[src/lodic_pkg.sv]
/*
 * constants, field layouts and carrier types of the limiter control and status block.
 * assumes a two-wire bus master outside, slow against the 40 MHz system clock.
 */
package lodic_pkg;

    // ********************************
    // bus address and register offsets
    // ********************************
    localparam logic [6:0] DEV_ADDR       = 7'h69;
    localparam logic [7:0] OFS_HISTORY    = 8'h00;
    localparam logic [7:0] OFS_PRESENT    = 8'h01;
    localparam logic [7:0] OFS_TEMP       = 8'h08;
    localparam logic [7:0] OFS_SUPPLY     = 8'h09;
    localparam logic [7:0] OFS_LEVEL      = 8'h0a;
    localparam logic [7:0] OFS_EXTV       = 8'h0b;
    localparam logic [7:0] OFS_ADC_LAST   = 8'h0c;
    localparam logic [7:0] OFS_SWING_CFG  = 8'h13;

    // ********************************
    // reset values and level figures
    // ********************************
    localparam logic [7:0]  RST_SWING_CFG = 8'h15;
    localparam logic [7:0]  RST_RESULT    = 8'h00;
    localparam logic [6:0]  RST_PIN_IDLE  = 7'h78;
    localparam logic [10:0] MV_MIN        = 11'h1f4;
    localparam logic [10:0] MV_STEP       = 11'h0fa;
    localparam logic [10:0] MV_PIN_HIGH   = 11'h622;
    localparam logic [10:0] MV_PIN_LOW    = 11'h1f4;
    localparam logic [10:0] MV_OFF        = 11'h000;
    localparam logic [2:0]  LEVEL_OFF     = 3'h0;
    localparam int          NUM_CHAN      = 4;

    // ********************************
    // carriers
    // ********************************
    typedef struct packed {
        logic       force_value;
        logic       register_force_enable;
        logic       force_input_polarity;
        logic       pin_select;
        logic       force_on_signal_loss;
        logic [2:0] output_swing_select;
    } lodic_cfg_t;

    typedef struct packed {
        logic loss;
        logic supply;
        logic temp;
    } lodic_alarm_t;

    typedef enum {
        ST_IDLE, ST_ADDR, ST_ACK_ADDR, ST_PTR, ST_ACK_PTR,
        ST_WDATA, ST_ACK_WDATA, ST_RDATA, ST_RACK
    } lodic_state_t;

endpackage : lodic_pkg

[src/lodic_top.sv]
/*
 * register bank, two-wire slave, converter sequencer, jam and swing control.
 * assumes scl and sda as open-drain pins, alarm comparators and converter
 * handshakes from the analog side; sys_rst is the power-on reset.
 */
`timescale 1ns/100ps
module lodic_top
    import lodic_pkg::*;
(
    // clock and power-on reset
    input  wire logic        clk,
    input  wire logic        sys_rst,
    // two-wire bus
    input  wire logic        scl,
    input  wire logic        sda_i,
    output logic             sda_o,
    output logic             sda_oe,
    // control pins
    input  wire logic        swing_select_pin,
    input  wire logic        force_pin,
    output logic             loss_n_o,
    output logic             loss_n_oe,
    // alarm comparators
    input  wire logic        loss_cmp,
    input  wire logic        temp_cmp,
    input  wire logic        supply_cmp,
    // converter
    input  wire logic [7:0]  adc_data,
    input  wire logic        adc_done,
    output logic             adc_start,
    output logic [1:0]       adc_channel,
    // output stage
    output logic [10:0]      swing_mv,
    output logic             driver_enable,
    output logic             force_zero
);

    // ********************************
    // input synchronisers
    // ********************************
    localparam int NS = 7;
    logic [NS-1:0] sync1;
    logic [NS-1:0] sync2;
    logic [NS-1:0] sync3;
    logic [NS-1:0] stable;
    logic          scl_q;
    logic          sda_q;

    always_ff @(posedge clk) begin
        if (sys_rst) begin
            sync1  <= RST_PIN_IDLE;
            sync2  <= RST_PIN_IDLE;
            sync3  <= RST_PIN_IDLE;
            stable <= RST_PIN_IDLE;
        end else begin
            sync1 <= {scl, sda_i, swing_select_pin, force_pin,
                      loss_cmp, supply_cmp, temp_cmp};
            sync2 <= sync1;
            sync3 <= sync2;
            for (int i = 0; i < NS; i++) begin
                if (sync2[i] == sync3[i]) begin
                    stable[i] <= sync3[i];
                end
            end
        end
    end

    wire logic scl_s  = stable[6];
    wire logic sda_s  = stable[5];
    wire logic lvl_s  = stable[4];
    wire logic frc_s  = stable[3];
    lodic_alarm_t present;
    assign present = lodic_alarm_t'(stable[2:0]);

    always_ff @(posedge clk) begin
        if (sys_rst) begin
            scl_q <= 1'b1;
            sda_q <= 1'b1;
        end else begin
            scl_q <= scl_s;
            sda_q <= sda_s;
        end
    end

    wire logic scl_rise = scl_s & ~scl_q;
    wire logic scl_fall = ~scl_s & scl_q;
    wire logic start_c  = scl_s & scl_q & sda_q & ~sda_s;
    wire logic stop_c   = scl_s & scl_q & ~sda_q & sda_s;

    // ********************************
    // registers
    // ********************************
    lodic_cfg_t   cfg;
    lodic_alarm_t history;
    lodic_alarm_t status;
    logic [7:0]   result [NUM_CHAN];
    logic         cfg_we;
    logic [7:0]   cfg_wdata;
    logic         hist_clr;

    always_ff @(posedge clk) begin
        if (sys_rst) begin
            cfg <= lodic_cfg_t'(RST_SWING_CFG);
        end else if (cfg_we) begin
            cfg <= lodic_cfg_t'(cfg_wdata);
        end
    end

    always_ff @(posedge clk) begin
        if (sys_rst) begin
            history <= '0;
            status  <= '0;
        end else begin
            history <= (hist_clr ? lodic_alarm_t'(3'h0) : history) | present;
            status  <= present;
        end
    end

    function automatic logic [7:0] read_value(input logic [7:0] ofs);
        logic [7:0] v;
        v = 8'h00;
        case (ofs)
            OFS_HISTORY:   v = {5'h00, history};
            OFS_PRESENT:   v = {5'h00, status};
            OFS_TEMP:      v = result[0];
            OFS_SUPPLY:    v = result[1];
            OFS_LEVEL:     v = result[2];
            OFS_EXTV:      v = result[3];
            OFS_SWING_CFG: v = cfg;
            default:       v = 8'h00;
        endcase
        return v;
    endfunction : read_value

    // ********************************
    // converter sequencer
    // ********************************
    logic adc_busy;

    always_ff @(posedge clk) begin
        if (sys_rst) begin
            adc_start   <= 1'b0;
            adc_busy    <= 1'b0;
            adc_channel <= 2'h0;
            for (int i = 0; i < NUM_CHAN; i++) begin
                result[i] <= RST_RESULT;
            end
        end else begin
            adc_start <= 1'b0;
            if (!adc_busy) begin
                adc_start <= 1'b1;
                adc_busy  <= 1'b1;
            end else if (adc_done && !adc_start) begin
                result[adc_channel] <= adc_data;
                adc_channel         <= adc_channel + 2'h1;
                adc_busy            <= 1'b0;
            end
        end
    end

    // ********************************
    // output stage control
    // ********************************
    logic pin_jam;
    assign pin_jam = cfg.force_input_polarity ? frc_s : ~frc_s;

    always_ff @(posedge clk) begin
        if (sys_rst) begin
            force_zero <= 1'b0;
        end else begin
            force_zero <= pin_jam
                        | (cfg.register_force_enable & cfg.force_value)
                        | (cfg.force_on_signal_loss & present.loss);
        end
    end

    always_ff @(posedge clk) begin
        if (sys_rst) begin
            swing_mv      <= MV_OFF;
            driver_enable <= 1'b0;
        end else if (cfg.pin_select) begin
            swing_mv      <= lvl_s ? MV_PIN_HIGH : MV_PIN_LOW;
            driver_enable <= 1'b1;
        end else if (cfg.output_swing_select == LEVEL_OFF) begin
            swing_mv      <= MV_OFF;
            driver_enable <= 1'b0;
        end else begin
            swing_mv      <= MV_MIN + 11'(MV_STEP * 11'(cfg.output_swing_select - 3'h1));
            driver_enable <= 1'b1;
        end
    end

    always_ff @(posedge clk) begin
        if (sys_rst) begin
            loss_n_o  <= 1'b0;
            loss_n_oe <= 1'b0;
        end else begin
            loss_n_o  <= 1'b0;
            loss_n_oe <= present.loss;
        end
    end

    // ********************************
    // two-wire slave
    // ********************************
    lodic_state_t state;
    logic [7:0]   shreg;
    logic [3:0]   bit_cnt;
    logic [7:0]   ptr;
    logic         rd_mode;
    logic [7:0]   load_val;

    always_comb begin
        load_val = read_value(ptr);
    end
    assign cfg_we    = scl_fall && state == ST_WDATA && bit_cnt == 4'h8
                       && ptr == OFS_SWING_CFG;
    assign cfg_wdata = shreg;
    assign hist_clr  = scl_fall && ptr == OFS_HISTORY
                       && ((state == ST_ACK_ADDR && rd_mode)
                           || (state == ST_RACK && !sda_s));

    always_ff @(posedge clk) begin
        if (sys_rst) begin
            state   <= ST_IDLE;
            shreg   <= 8'h00;
            bit_cnt <= 4'h0;
            ptr     <= 8'h00;
            rd_mode <= 1'b0;
            sda_o   <= 1'b0;
            sda_oe  <= 1'b0;
        end else if (stop_c) begin
            state  <= ST_IDLE;
            sda_oe <= 1'b0;
        end else if (start_c) begin
            state   <= ST_ADDR;
            bit_cnt <= 4'h0;
            sda_oe  <= 1'b0;
        end else if (scl_rise) begin
            if (state == ST_ADDR || state == ST_PTR || state == ST_WDATA) begin
                shreg   <= {shreg[6:0], sda_s};
                bit_cnt <= bit_cnt + 4'h1;
            end
        end else if (scl_fall) begin
            case (state)
                ST_ADDR: begin
                    if (bit_cnt == 4'h8) begin
                        if (shreg[7:1] == DEV_ADDR) begin
                            state   <= ST_ACK_ADDR;
                            rd_mode <= shreg[0];
                            sda_oe  <= 1'b1;
                        end else begin
                            state <= ST_IDLE;
                        end
                    end
                end
                ST_ACK_ADDR: begin
                    bit_cnt <= 4'h0;
                    if (rd_mode) begin
                        state  <= ST_RDATA;
                        shreg  <= load_val;
                        sda_oe <= ~load_val[7];
                        if (ptr < OFS_TEMP || ptr > OFS_ADC_LAST) begin
                            ptr <= ptr + 8'h01;
                        end
                    end else begin
                        state  <= ST_PTR;
                        sda_oe <= 1'b0;
                    end
                end
                ST_PTR: begin
                    if (bit_cnt == 4'h8) begin
                        ptr    <= shreg;
                        state  <= ST_ACK_PTR;
                        sda_oe <= 1'b1;
                    end
                end
                ST_ACK_PTR: begin
                    state   <= ST_WDATA;
                    bit_cnt <= 4'h0;
                    sda_oe  <= 1'b0;
                end
                ST_WDATA: begin
                    if (bit_cnt == 4'h8) begin
                        state  <= ST_ACK_WDATA;
                        sda_oe <= 1'b1;
                    end
                end
                ST_ACK_WDATA: begin
                    state   <= ST_PTR;
                    bit_cnt <= 4'h0;
                    sda_oe  <= 1'b0;
                end
                ST_RDATA: begin
                    if (bit_cnt == 4'h7) begin
                        state  <= ST_RACK;
                        sda_oe <= 1'b0;
                    end else begin
                        shreg   <= {shreg[6:0], 1'b0};
                        sda_oe  <= ~shreg[6];
                        bit_cnt <= bit_cnt + 4'h1;
                    end
                end
                ST_RACK: begin
                    bit_cnt <= 4'h0;
                    if (sda_s) begin
                        state <= ST_IDLE;
                    end else begin
                        state  <= ST_RDATA;
                        shreg  <= load_val;
                        sda_oe <= ~load_val[7];
                        if (ptr < OFS_TEMP || ptr > OFS_ADC_LAST) begin
                            ptr <= ptr + 8'h01;
                        end
                    end
                end
                default: begin
                    state  <= ST_IDLE;
                    sda_oe <= 1'b0;
                end
            endcase
        end
    end

endmodule : lodic_top

[config.mk]
export PLATFORM = sky130hd
export DESIGN_NAME = lodic_top
export DESIGN_NICKNAME = d
export VERILOG_FILES = /design/src/lodic_pkg.sv /design/src/lodic_top.sv
export SDC_FILE = /design/constraint.sdc
export NUM_CORES = 1
export LEC_CHECK = 0
export BUFFER_PORTS_ARGS = -buffer_cell sky130_fd_sc_hd__buf_2
export CAP_MARGIN = 5
export CORE_ASPECT_RATIO = 0.5
export CORE_MARGIN = 2
export CORE_UTILIZATION = 40
export DETAILED_ROUTE_END_ITERATION = 7
export SETUP_SLACK_MARGIN = 0.2
export SYNTH_ARGS = -nofsm -noshare
export SYNTH_HDL_FRONTEND = slang
export SYNTH_SLANG_ARGS = --single-unit
[constraint.sdc]
create_clock -name clk -period 5.6 [get_ports clk]
set_input_delay 1.12 -clock clk [delete_from_list [all_inputs] [get_ports clk]]
set_output_delay 1.12 -clock clk [all_outputs]
set_load 0.05 [all_outputs]
==> results of run 1 <==
## synthesized netlist by cell type, types with 3 or more instances
| library cell | count |
|---|---|
| dfxtp_1 | 86 |
| nor2_1 | 79 |
| nand2_1 | 51 |
| inv_1 | 48 |
| a21oi_1 | 42 |
| edfxtp_1 | 32 |
| ha_1 | 30 |
| clkbuf_1 | 27 |
| o21ai_0 | 26 |
| a22oi_1 | 23 |
| or2_2 | 18 |
| nor2b_1 | 17 |
| nand2b_1 | 16 |
| mux2i_1 | 15 |
| xnor2_1 | 13 |
| and2_1 | 11 |
| xor2_1 | 10 |
| a211oi_1 | 9 |
| nand3_1 | 9 |
| fa_1 | 8 |
| nor3_1 | 7 |
| nor3b_1 | 7 |
| o21bai_1 | 7 |
| a211o_1 | 6 |
| a31oi_1 | 6 |
| o22ai_1 | 6 |
| o211ai_1 | 5 |
| a21o_1 | 4 |
| buf_4 | 4 |
| nand4_1 | 4 |
| a221oi_1 | 3 |
| a222oi_1 | 3 |
| a2bb2oi_1 | 3 |
| and3_1 | 3 |
| and3b_1 | 3 |
| buf_2 | 3 |
| nor4_1 | 3 |
| o31ai_1 | 3 |
| or3_1 | 3 |
## layout make-up
| cell class | instances | share of cell area, % |
|---|---|---|
| Inverter | 48 | 2.55 |
| Clock inverter | 14 | 1.79 |
| Clock buffer | 18 | 6.08 |
| Tap cell | 204 | 3.62 |
| Timing Repair Buffer | 37 | 2.69 |
| Multi-Input combinational cell | 482 | 45.3 |
| Sequential cell | 118 | 38.0 |
## worst reg2reg max path, stage by stage, from the launching register on
cell	delay [ns]
dfxtp_1	0.49
inv_1	0.18
ha_1	0.42
xor2_1	0.35
xor2_1	0.19
ha_1	0.26
fa_1	0.58
fa_1	0.43
ha_1	0.34
nor3b_1	0.41
o211ai_1	0.20
o22ai_1	0.18
xnor2_1	0.14
o22ai_1	0.09
## worst paths after layout
check	start	slack, ns	endpoint	cells past startpoint
worst max-delay path	cfg[0]	1.21	swing_mv[10]	13
worst min-delay path	sync1[6]	0.40	sync2[6]	1
worst max register to register	cfg[0]	1.21	swing_mv[10]	13
worst min register to register	sync1[6]	0.40	sync2[6]	1
## flip-flops by register name (all words and copies together), names as in the netlist, 3 cells and up
register / cells
bit_cnt: 4
cfg: 8
cfg_wdata: 8
history: 3
ptr: 8
result: 32
stable: 7
state: 4
swing_mv: 10
sync1: 7
sync2: 7
sync3: 7
## per-stage QoR
| stage | hold WS, ns | power (mW) | setup slack [ns] |
|---|---|---|---|
| after floorplan | 0.389 | 0.970 | 1.53 |
| after global placement | 0.391 | 0.990 | 1.39 |
| after detailed placement | 0.393 | 0.991 | 1.22 |
| after CTS | 0.406 | 2.02 | 1.19 |
| after global routing | 0.419 | 2.07 | 0.868 |
| final | 0.405 | 2.00 | 1.21 |
## power breakdown
part	switching, mW	internal, mW
clock	0.413	0.614
sequential	0.00759	0.897
combinational	0.0485	0.0194
## routing by layer
layer	up-vias	track usage [%]	wire, um
met4	0	5.17	185
met1	2293	24.3	6940
met2	123	28.9	6370
met3	20	4.09	688
li1	2419	-	-
met5	-	0	0
## cells by family (layout without fill, tap and decap cells)
kind of cell             after synthesis  after routing  synth area share, %
AO/OA/AOI/OAI                        161            161                 17.1
XOR/XNOR                              23             23                 3.25
adder cells (fa/ha/maj)               38             38                 8.63
buffers and inverters                 84            117                 5.38
flip-flops                           118            118                 43.2
multiplexers                          15             15                 2.42
other                                  1              3               0.0604
AND/OR/NAND/NOR                      242            242                 19.9
==> results.sh, run 1 <==
export IMPL_status="complete, no violations"
export IMPL_worstSkewPairLatency_ns=0.41
export IMPL_n_antenna_cell=0
export IMPL_clock_path_buffers=2
export IMPL_clk_pin_slew_ns=0.06
export IMPL_critPathLaunchType="flip-flop"
export IMPL_p_leak_nw=2.90
export IMPL_ant_nets=0
export IMPL_layout_drive_gt1_share_pct=13.1
export IMPL_finalWirelength_um=14200
export IMPL_die_w_um=180
export IMPL_yosys_warnings=0
export IMPL_grt_first_pass_wirelength_um=23900
export IMPL_layout_common_cells="dfxtp_1, nor2_1, nand2_1, inv_1, a21oi_1"
export IMPL_tns_ns=0
export IMPL_finalHoldViolCount=0
export IMPL_cts_tree="built"
export IMPL_dpl_cell_area_um2=6500
export IMPL_cts_root_buffer="clkbuf_16"
export IMPL_finClkSkew_ns=0.00637
export IMPL_stdcell_area_um2=7060
export IMPL_final_common_cell="dfxtp_1"
export IMPL_cts_buffers=17
export IMPL_area_delta_synth_final_pct=13.8
export IMPL_cp_end_kind="flip-flop"
export IMPL_wl_per_cell_um=15.4
export IMPL_yosysSeqAreaShare_pct=43.2
export IMPL_crit_path_top_delay_cell="fa_1"
export IMPL_firstDrtPassIters=4
export IMPL_die_area_um2=16600
export IMPL_crit_fanout=6
export IMPL_place_congestion=0.839
export IMPL_grt_usage_pct=18.0
export IMPL_drc=0
export IMPL_ioPinCount=38
export IMPL_cts_htree_levels=4
export IMPL_grt_pass1_vias=4706
export IMPL_fin_crit_sh_pct=78.4
export IMPL_multiInputGateArea_um2=3200
export IMPL_vias=4855
export IMPL_rsz0062_at_grt="false"
export IMPL_nFillCells=1487
export IMPL_cts_setup_buffers=0
export IMPL_yosys_top_cells_area="dfxtp_1, edfxtp_1, ha_1"
export IMPL_portBuffers=34
export IMPL_cp_top_family="adder cells"
export IMPL_cts_resized_gates=0
export IMPL_synth_cell_types=62
export IMPL_worstPathCellList="inv_1 > ha_1 > xor2_1 > xor2_1 > ha_1 > fa_1 > fa_1 > ha_1 > nor3b_1 > o211ai_1 > o22ai_1 > xnor2_1 > o22ai_1"
export IMPL_holdBufCountCts=0
export IMPL_setup_viol_count_final=0
export IMPL_regArea_um2=2680
export IMPL_dp_hpwl_um=9860
export IMPL_tightestPinTransition_ns=0.913
export IMPL_crit_buf_inv=1
export IMPL_netlist_area_um2=6210
export IMPL_avgSynthCellArea_um2=9.10
export IMPL_cp_slowest_stage_delay_ns=0.58
export IMPL_ir_worst_vdd_mv=0.209
export IMPL_synthArstFlopShare_pct=0
export IMPL_placedCellCount=888
export IMPL_fin_nets=760
export IMPL_maxClockFrequency_ghz=0.228
export IMPL_synth_top_area_share_pct=27.7
export IMPL_grt_max_degree=54
export IMPL_hold_path_class="reg -> reg"
export IMPL_initial_core_util_pct=40.6
export IMPL_grt_overflow_total=0
export IMPL_drtIter0Drc=415
export IMPL_numClockSinks=118
export IMPL_fin_crit_ns=4.39
export IMPL_final_core_util_pct=46.2
export IMPL_slew_headroom_pct=39.0
export IMPL_power_density_nw_per_um2=283
export IMPL_critPathRequiredTime_ns=5.87
export IMPL_via_per_inst=5.27
export IMPL_drv_cap=0
export IMPL_synth_top_area_cell="dfxtp_1"
export IMPL_cp_arrival_ns=4.66
export IMPL_ys_ff_latch=118
export IMPL_antenna_found_initial=0
export IMPL_synthCells=682
export IMPL_die_y_um=92.1
export IMPL_rows=32
export IMPL_fin_cells=921
export IMPL_path_common_cell="ha_1"
export IMPL_synthFlopType="dfxtp_1"
export IMPL_drv_slew=0
export IMPL_critPathKind="reg -> reg"
export IMPL_core_um2=15300
export IMPL_synth_edf_count=32
Power figures use the tool's default switching activity.
==> run 2, diff against run 1 <==
- clock period: 5.6 -> 3.69 ns (I/O delays scaled with it)
==> run 2 against run 1 <==
  * Clock power increased by 59%
  * Non-clock buffer count increased by 21
  * Clock-buffer cell count increased by 1
  * Via count increased by 1.1%
  * Sequential share of layout area decreased by 2.0 points
  * Die area unchanged
  * Combinational power increased by 52%
  * Final cell count increased by 2.3%
  * Critical path depth increased by 6
  * Setup slack got worse by 1.2 ns
  * Largest power group unchanged
==> results.sh, run 2 (synthesis gave the netlist of run 1 again) <==
export IMPL_dpl_cell_area_um2=6720
export IMPL_stdcell_area_um2=7470
export IMPL_cts_htree_levels=4
export IMPL_worstRegToRegCells=19
export IMPL_area_delta_synth_final_pct=20.4
export IMPL_grt_max_degree=81
export IMPL_p_sw_share_pct=24.3
export IMPL_multiInputGateArea_um2=3370
export IMPL_largest_register_ffs=32
export IMPL_die_y_um=92.1
export IMPL_cp_arrival_ns=3.93
export IMPL_dp_hpwl_um=9830
export IMPL_status="complete, no violations"
export IMPL_rrSetupSlack_ns=0.04
export IMPL_internal_power_mw=2.36
export IMPL_critPathKind="reg -> reg"
export IMPL_finClkSkew_ns=0.0188
export IMPL_drtIter0Drc=325
export IMPL_cts_buffers=17
export IMPL_cp_end_kind="flip-flop"
export IMPL_regArea_um2=2690
export IMPL_tns_ns=0
export IMPL_finalHoldViolCount=0
export IMPL_ioPinCount=38
export IMPL_final_common_cell="dfxtp_1"
export IMPL_initial_core_util_pct=40.6
export IMPL_antenna_found_initial=0
export IMPL_drv_cap=0
export IMPL_rsz0062_at_grt="true"
export IMPL_p_clk_share_pct=52.7
export IMPL_die_w_um=180
export IMPL_final_core_util_pct=48.8
export IMPL_numClockSinks=118
export IMPL_holdPathStages=1
export IMPL_power_density_nw_per_um2=417
export IMPL_clock_path_buffers=2
export IMPL_ir_worst_vdd_mv=0.357
export IMPL_drc=0
export IMPL_dp_slack_ns=-0.113
export IMPL_tightestPinTransition_ns=0.851
export IMPL_r2r_start="cfg[1]"
export IMPL_seq_power_share_pct=44.0
export IMPL_regMostFlops="result"
export IMPL_fin_cells=942
export IMPL_slew_headroom_pct=43.2
export IMPL_wl_per_cell_um=14.7
export IMPL_critPathLaunchType="flip-flop"
export IMPL_hp_start="sync1[3]"
export IMPL_worstSkewPairLatency_ns=0.41
export IMPL_critPathRequiredTime_ns=3.97
export IMPL_fin_ws_ns=0.0375
export IMPL_maxClockFrequency_ghz=0.274
export IMPL_setup_viol_count_final=0
export IMPL_fin_nets=781
export IMPL_cts_tree="built"
export IMPL_crit_start="cfg[1]"
export IMPL_clk_pin_slew_ns=0.06
export IMPL_n_antenna_cell=0
export IMPL_grt_overflow_total=0
export IMPL_layout_common_cells="dfxtp_1, nor2_1, nand2_1, a21oi_1, inv_1"
export IMPL_core_um2=15300
export IMPL_largestRegisters="result: 32 flops, swing_mv: 10 flops"
export IMPL_cts_root_buffer="clkbuf_16"
export IMPL_vias=4906
export IMPL_comb_power_share_pct=3.3
export IMPL_min_to="sync2[3]"
export IMPL_grt_usage_pct=17.2
export IMPL_grt_first_pass_wirelength_um=23000
export IMPL_ant_nets=0
export IMPL_portBuffers=34
export IMPL_r2r_end="swing_mv[10]"
export IMPL_layout_drive_gt1_share_pct=19.5
export IMPL_fin_crit_sh_pct=99.0
export IMPL_firstDrtPassIters=5
export IMPL_crit_fanout=4
export IMPL_p_switching_mw=0.756
export IMPL_hold_path_class="reg -> reg"
export IMPL_nFillCells=1438
export IMPL_drv_slew=0
export IMPL_place_congestion=0.891
export IMPL_placedCellCount=908
export IMPL_die_area_um2=16600
export IMPL_grt_pass1_vias=4572
export IMPL_finalWirelength_um=13900
export IMPL_fin_crit_ns=3.65
export IMPL_via_per_inst=5.21
export IMPL_p_leak_nw=3.06
export IMPL_rows=32
[run 2: timing repair]
action | in CTS | in global routing
endpoints found under the setup margin | 3 | 4
gates resized for setup | 20 | 6
hold buffers | 0 | 0
setup buffers | 2 | 0
pin swaps | 19 | 6
[run 2: critical path: stages (launching register included)]
cell     delay [ns]
dfxtp_4        0.35
inv_4          0.04
buf_6          0.11
ha_4           0.16
xor2_4         0.17
inv_2          0.05
fa_1           0.49
inv_2          0.05
ha_4           0.26
inv_2          0.03
fa_1           0.48
xnor2_2        0.16
xnor2_1        0.13
ha_1           0.35
o21ai_1        0.08
a21oi_1        0.15
o22ai_2        0.09
xnor2_1        0.17
xnor2_1        0.14
o22ai_1        0.07
[run 2: worst max-delay path by stage]
stage	depth (start not counted)	slack (ns)	to
final	19	0.04	swing_mv[10]
after global routing	19	-0.13	swing_mv[10]
after CTS	19	0.01	swing_mv[10]
after detailed placement	13	-0.11	swing_mv[10]
after global placement	13	-0.03	swing_mv[10]
after floorplan	13	0.04	swing_mv[10]
[run 2: metal layers]
layer / vias up / wire length [um] / global-route usage, % / part of all wire [%]
met5: - / 0 / 0 / 0
met4: 0 / 166 / 5.65 / 1.2
met3: 11 / 521 / 3.46 / 3.8
met2: 97 / 6260 / 27.0 / 45
met1: 2338 / 6940 / 23.9 / 50
li1: 2460 / - / - / -
[run 2: stage by stage]
step | hold WS (ns) | total power [mW]
5_1_grt | 0.421 | 3.21
3_3_place_gp | 0.396 | 1.50
2_1_floorplan | 0.389 | 1.47
3_5_place_dp | 0.396 | 1.50
4_1_cts | 0.404 | 3.15
6_report | 0.402 | 3.12
[run 2: cell type report]
cell class	instances	area share, %
inverters	48	2.48
well taps	204	3.42
clock buffers	19	6.36
flip-flops and latches	118	36.0
clock inverters	13	1.59
multi-input cells	482	45.1
repair buffers	58	5.06
[run 2: power groups by stage]
stage	logic (mW)	registers [mW]	clock network (mW)
after CTS	0.105	1.37	1.67
after floorplan	0.0569	1.41	0
after global placement	0.102	1.40	0
final	0.103	1.37	1.64
after global routing	0.113	1.37	1.73
after detailed placement	0.105	1.40	0
==> run 3, diff against run 2 <==
- CTS_BUF_LIST: default -> sky130_fd_sc_hd__clkbuf_4
- clock period: 3.69 -> 4.5 ns (I/O delays scaled with it)
==> run 3 against run 2 <==
  * Register-to-register slack improved by 0.50 ns
  * Wire length grew 0.23%
  * Setup slack improved by 0.50 ns
  * Largest power group is now sequential cells
  * Total power shrank 37%
  * Critical endpoint unchanged
  * Clock-buffer cell count decreased by 2
  * Combinational power down 17%
  * Sequential power decreased by 18%
  * Highest routed layer unchanged
  * Critical path depth fell by 1
  * Final cell count decreased by 1.8%
  * First-iteration DRC count is 27% higher
==> results.sh, run 3 (synthesis gave the netlist of run 1 again) <==
export IMPL_dp_hpwl_um=9930
export IMPL_top_layer_used="met4"
export IMPL_p_leak_nw=2.80
export IMPL_worstPathCellList="inv_1 > ha_1 > xor2_2 > inv_1 > fa_1 > inv_1 > ha_1 > inv_1 > fa_1 > xnor2_1 > xnor2_1 > ha_1 > o21ai_0 > a21oi_1 > o22ai_1 > xnor2_1 > xnor2_1 > o22ai_1"
export IMPL_crit_fanout=5
export IMPL_via_per_inst=5.32
export IMPL_initial_core_util_pct=40.6
export IMPL_slew_headroom_pct=25.9
export IMPL_clk_pin_slew_ns=0.12
export IMPL_wl_met3_um=746
export IMPL_finClkSkew_ns=0.0231
export IMPL_largestRegisters="result: 32 flops, swing_mv: 10 flops"
export IMPL_nFillCells=1513
export IMPL_fin_crit_ns=3.96
export IMPL_cts_setup_buffers=0
export IMPL_crit_path_top_delay_cell="fa_1"
export IMPL_crit_buf_inv=4
export IMPL_antenna_found_initial=0
export IMPL_grt_first_pass_wirelength_um=22600
export IMPL_ir_worst_vdd_mv=0.154
export IMPL_crit_start="cfg[0]"
export IMPL_regMostFlops="result"
export IMPL_critPathRequiredTime_ns=4.90
export IMPL_die_y_um=92.1
export IMPL_fin_ws_ns=0.538
export IMPL_cts_htree_levels=4
export IMPL_dpl_cell_area_um2=6540
export IMPL_critPathKind="reg -> reg"
export IMPL_area_delta_synth_final_pct=9.92
export IMPL_grt_max_degree=42
export IMPL_timing_hold_ws_ns=0.420
export IMPL_layout_common_cells="dfxtp_1, nor2_1, nand2_1, inv_1, a21oi_1"
export IMPL_n_antenna_cell=0
export IMPL_drv_cap=0
export IMPL_power_density_nw_per_um2=287
export IMPL_placedCellCount=893
export IMPL_tightestPinTransition_ns=1.11
export IMPL_cp_arrival_ns=4.36
export IMPL_rows=32
export IMPL_cp_slowest_stage_delay_ns=0.51
export IMPL_maxClockFrequency_ghz=0.252
export IMPL_fin_cells=925
export IMPL_finalHoldViolCount=0
export IMPL_crit_end="swing_mv[10]"
export IMPL_critPathLaunchType="flip-flop"
export IMPL_setup_viol_count_final=0
export IMPL_status="complete, no violations"
export IMPL_tns_ns=0
export IMPL_fin_crit_sh_pct=88.0
export IMPL_place_congestion=0.896
export IMPL_drc=0
export IMPL_core_um2=15300
export IMPL_stdcell_area_um2=6820
export IMPL_wl_met2_um=6120
export IMPL_p_total_mw=1.96
export IMPL_layout_drive_gt1_share_pct=14.0
export IMPL_drtIter0Drc=413
export IMPL_die_area_um2=16600
export IMPL_final_core_util_pct=44.6
export IMPL_largest_register_ffs=32
export IMPL_grt_usage_pct=17.0
export IMPL_wl_per_cell_um=15.0
export IMPL_r2r_end="swing_mv[10]"
export IMPL_firstDrtPassIters=5
export IMPL_r2r_start="cfg[0]"
export IMPL_cp_top_family="adder cells"
export IMPL_portBuffers=34
export IMPL_vias=4923
export IMPL_numClockSinks=118
export IMPL_final_common_cell="dfxtp_1"
export IMPL_cts_tree="built"
export IMPL_regArea_um2=2680
export IMPL_finalWirelength_um=13900
export IMPL_multiInputGateArea_um2=3210
export IMPL_ant_nets=0
export IMPL_cp_end_kind="flip-flop"
export IMPL_grt_overflow_total=0
export IMPL_die_w_um=180
export IMPL_rsz0062_at_grt="false"
export IMPL_cts_buffers=17
export IMPL_worstSkewPairLatency_ns=0.52
export IMPL_cts_root_buffer="clkbuf_4"
export IMPL_fin_nets=764
export IMPL_hold_path_class="reg -> reg"
export IMPL_clock_path_buffers=2
export IMPL_dp_slack_ns=0.448
export IMPL_drv_slew=0
export IMPL_rrSetupSlack_ns=0.54
export IMPL_grt_pass1_vias=4416
export IMPL_crit_cells=18
export IMPL_ioPinCount=38
export IMPL_worstRegToRegCells=18
export IMPL_drt_met1_wl_um=6930
==> run 3: where the power goes <==
group	internal, mW	switching (mW)	total, mW
clock network	0.290	0.458	0.748
registers	1.11	0.00977	1.12
logic	0.0249	0.0606	0.0855
total	1.43	0.528	1.96
==> run 3: how the worst min path moves through the flow <==
stage                     startpoint  cells past startpoint  endpoint
after floorplan             sync1[3]                      1  sync2[3]
after global routing        sync1[5]                      1  sync2[5]
after CTS                   sync1[5]                      1  sync2[5]
final                       sync1[5]                      1  sync2[5]
after global placement      sync1[5]                      1  sync2[5]
after detailed placement    sync1[5]                      1  sync2[5]
==> run 3: what timing repair did <==
item	CTS	global route
gates resized for setup	0	2
hold buffers	0	0
setup endpoints to repair	0	1
==> run 3: final cells by class <==
| cell class | count | area share, % |
|---|---|---|
| clock buffers | 17 | 1.87 |
| clock inverters | 15 | 2.11 |
| inverters | 48 | 2.64 |
| multi-input cells | 482 | 47.0 |
| flip-flops and latches | 118 | 39.3 |
| well taps | 204 | 3.74 |
| repair buffers | 41 | 3.26 |
==> run 3: per-layer routing <==
| metal | GRT usage, % | up-vias |
|---|---|---|
| met5 | 0 | - |
| met4 | 3.63 | 0 |
| met3 | 4.05 | 13 |
| met2 | 26.3 | 135 |
| met1 | 24.1 | 2343 |
| li1 | - | 2432 |
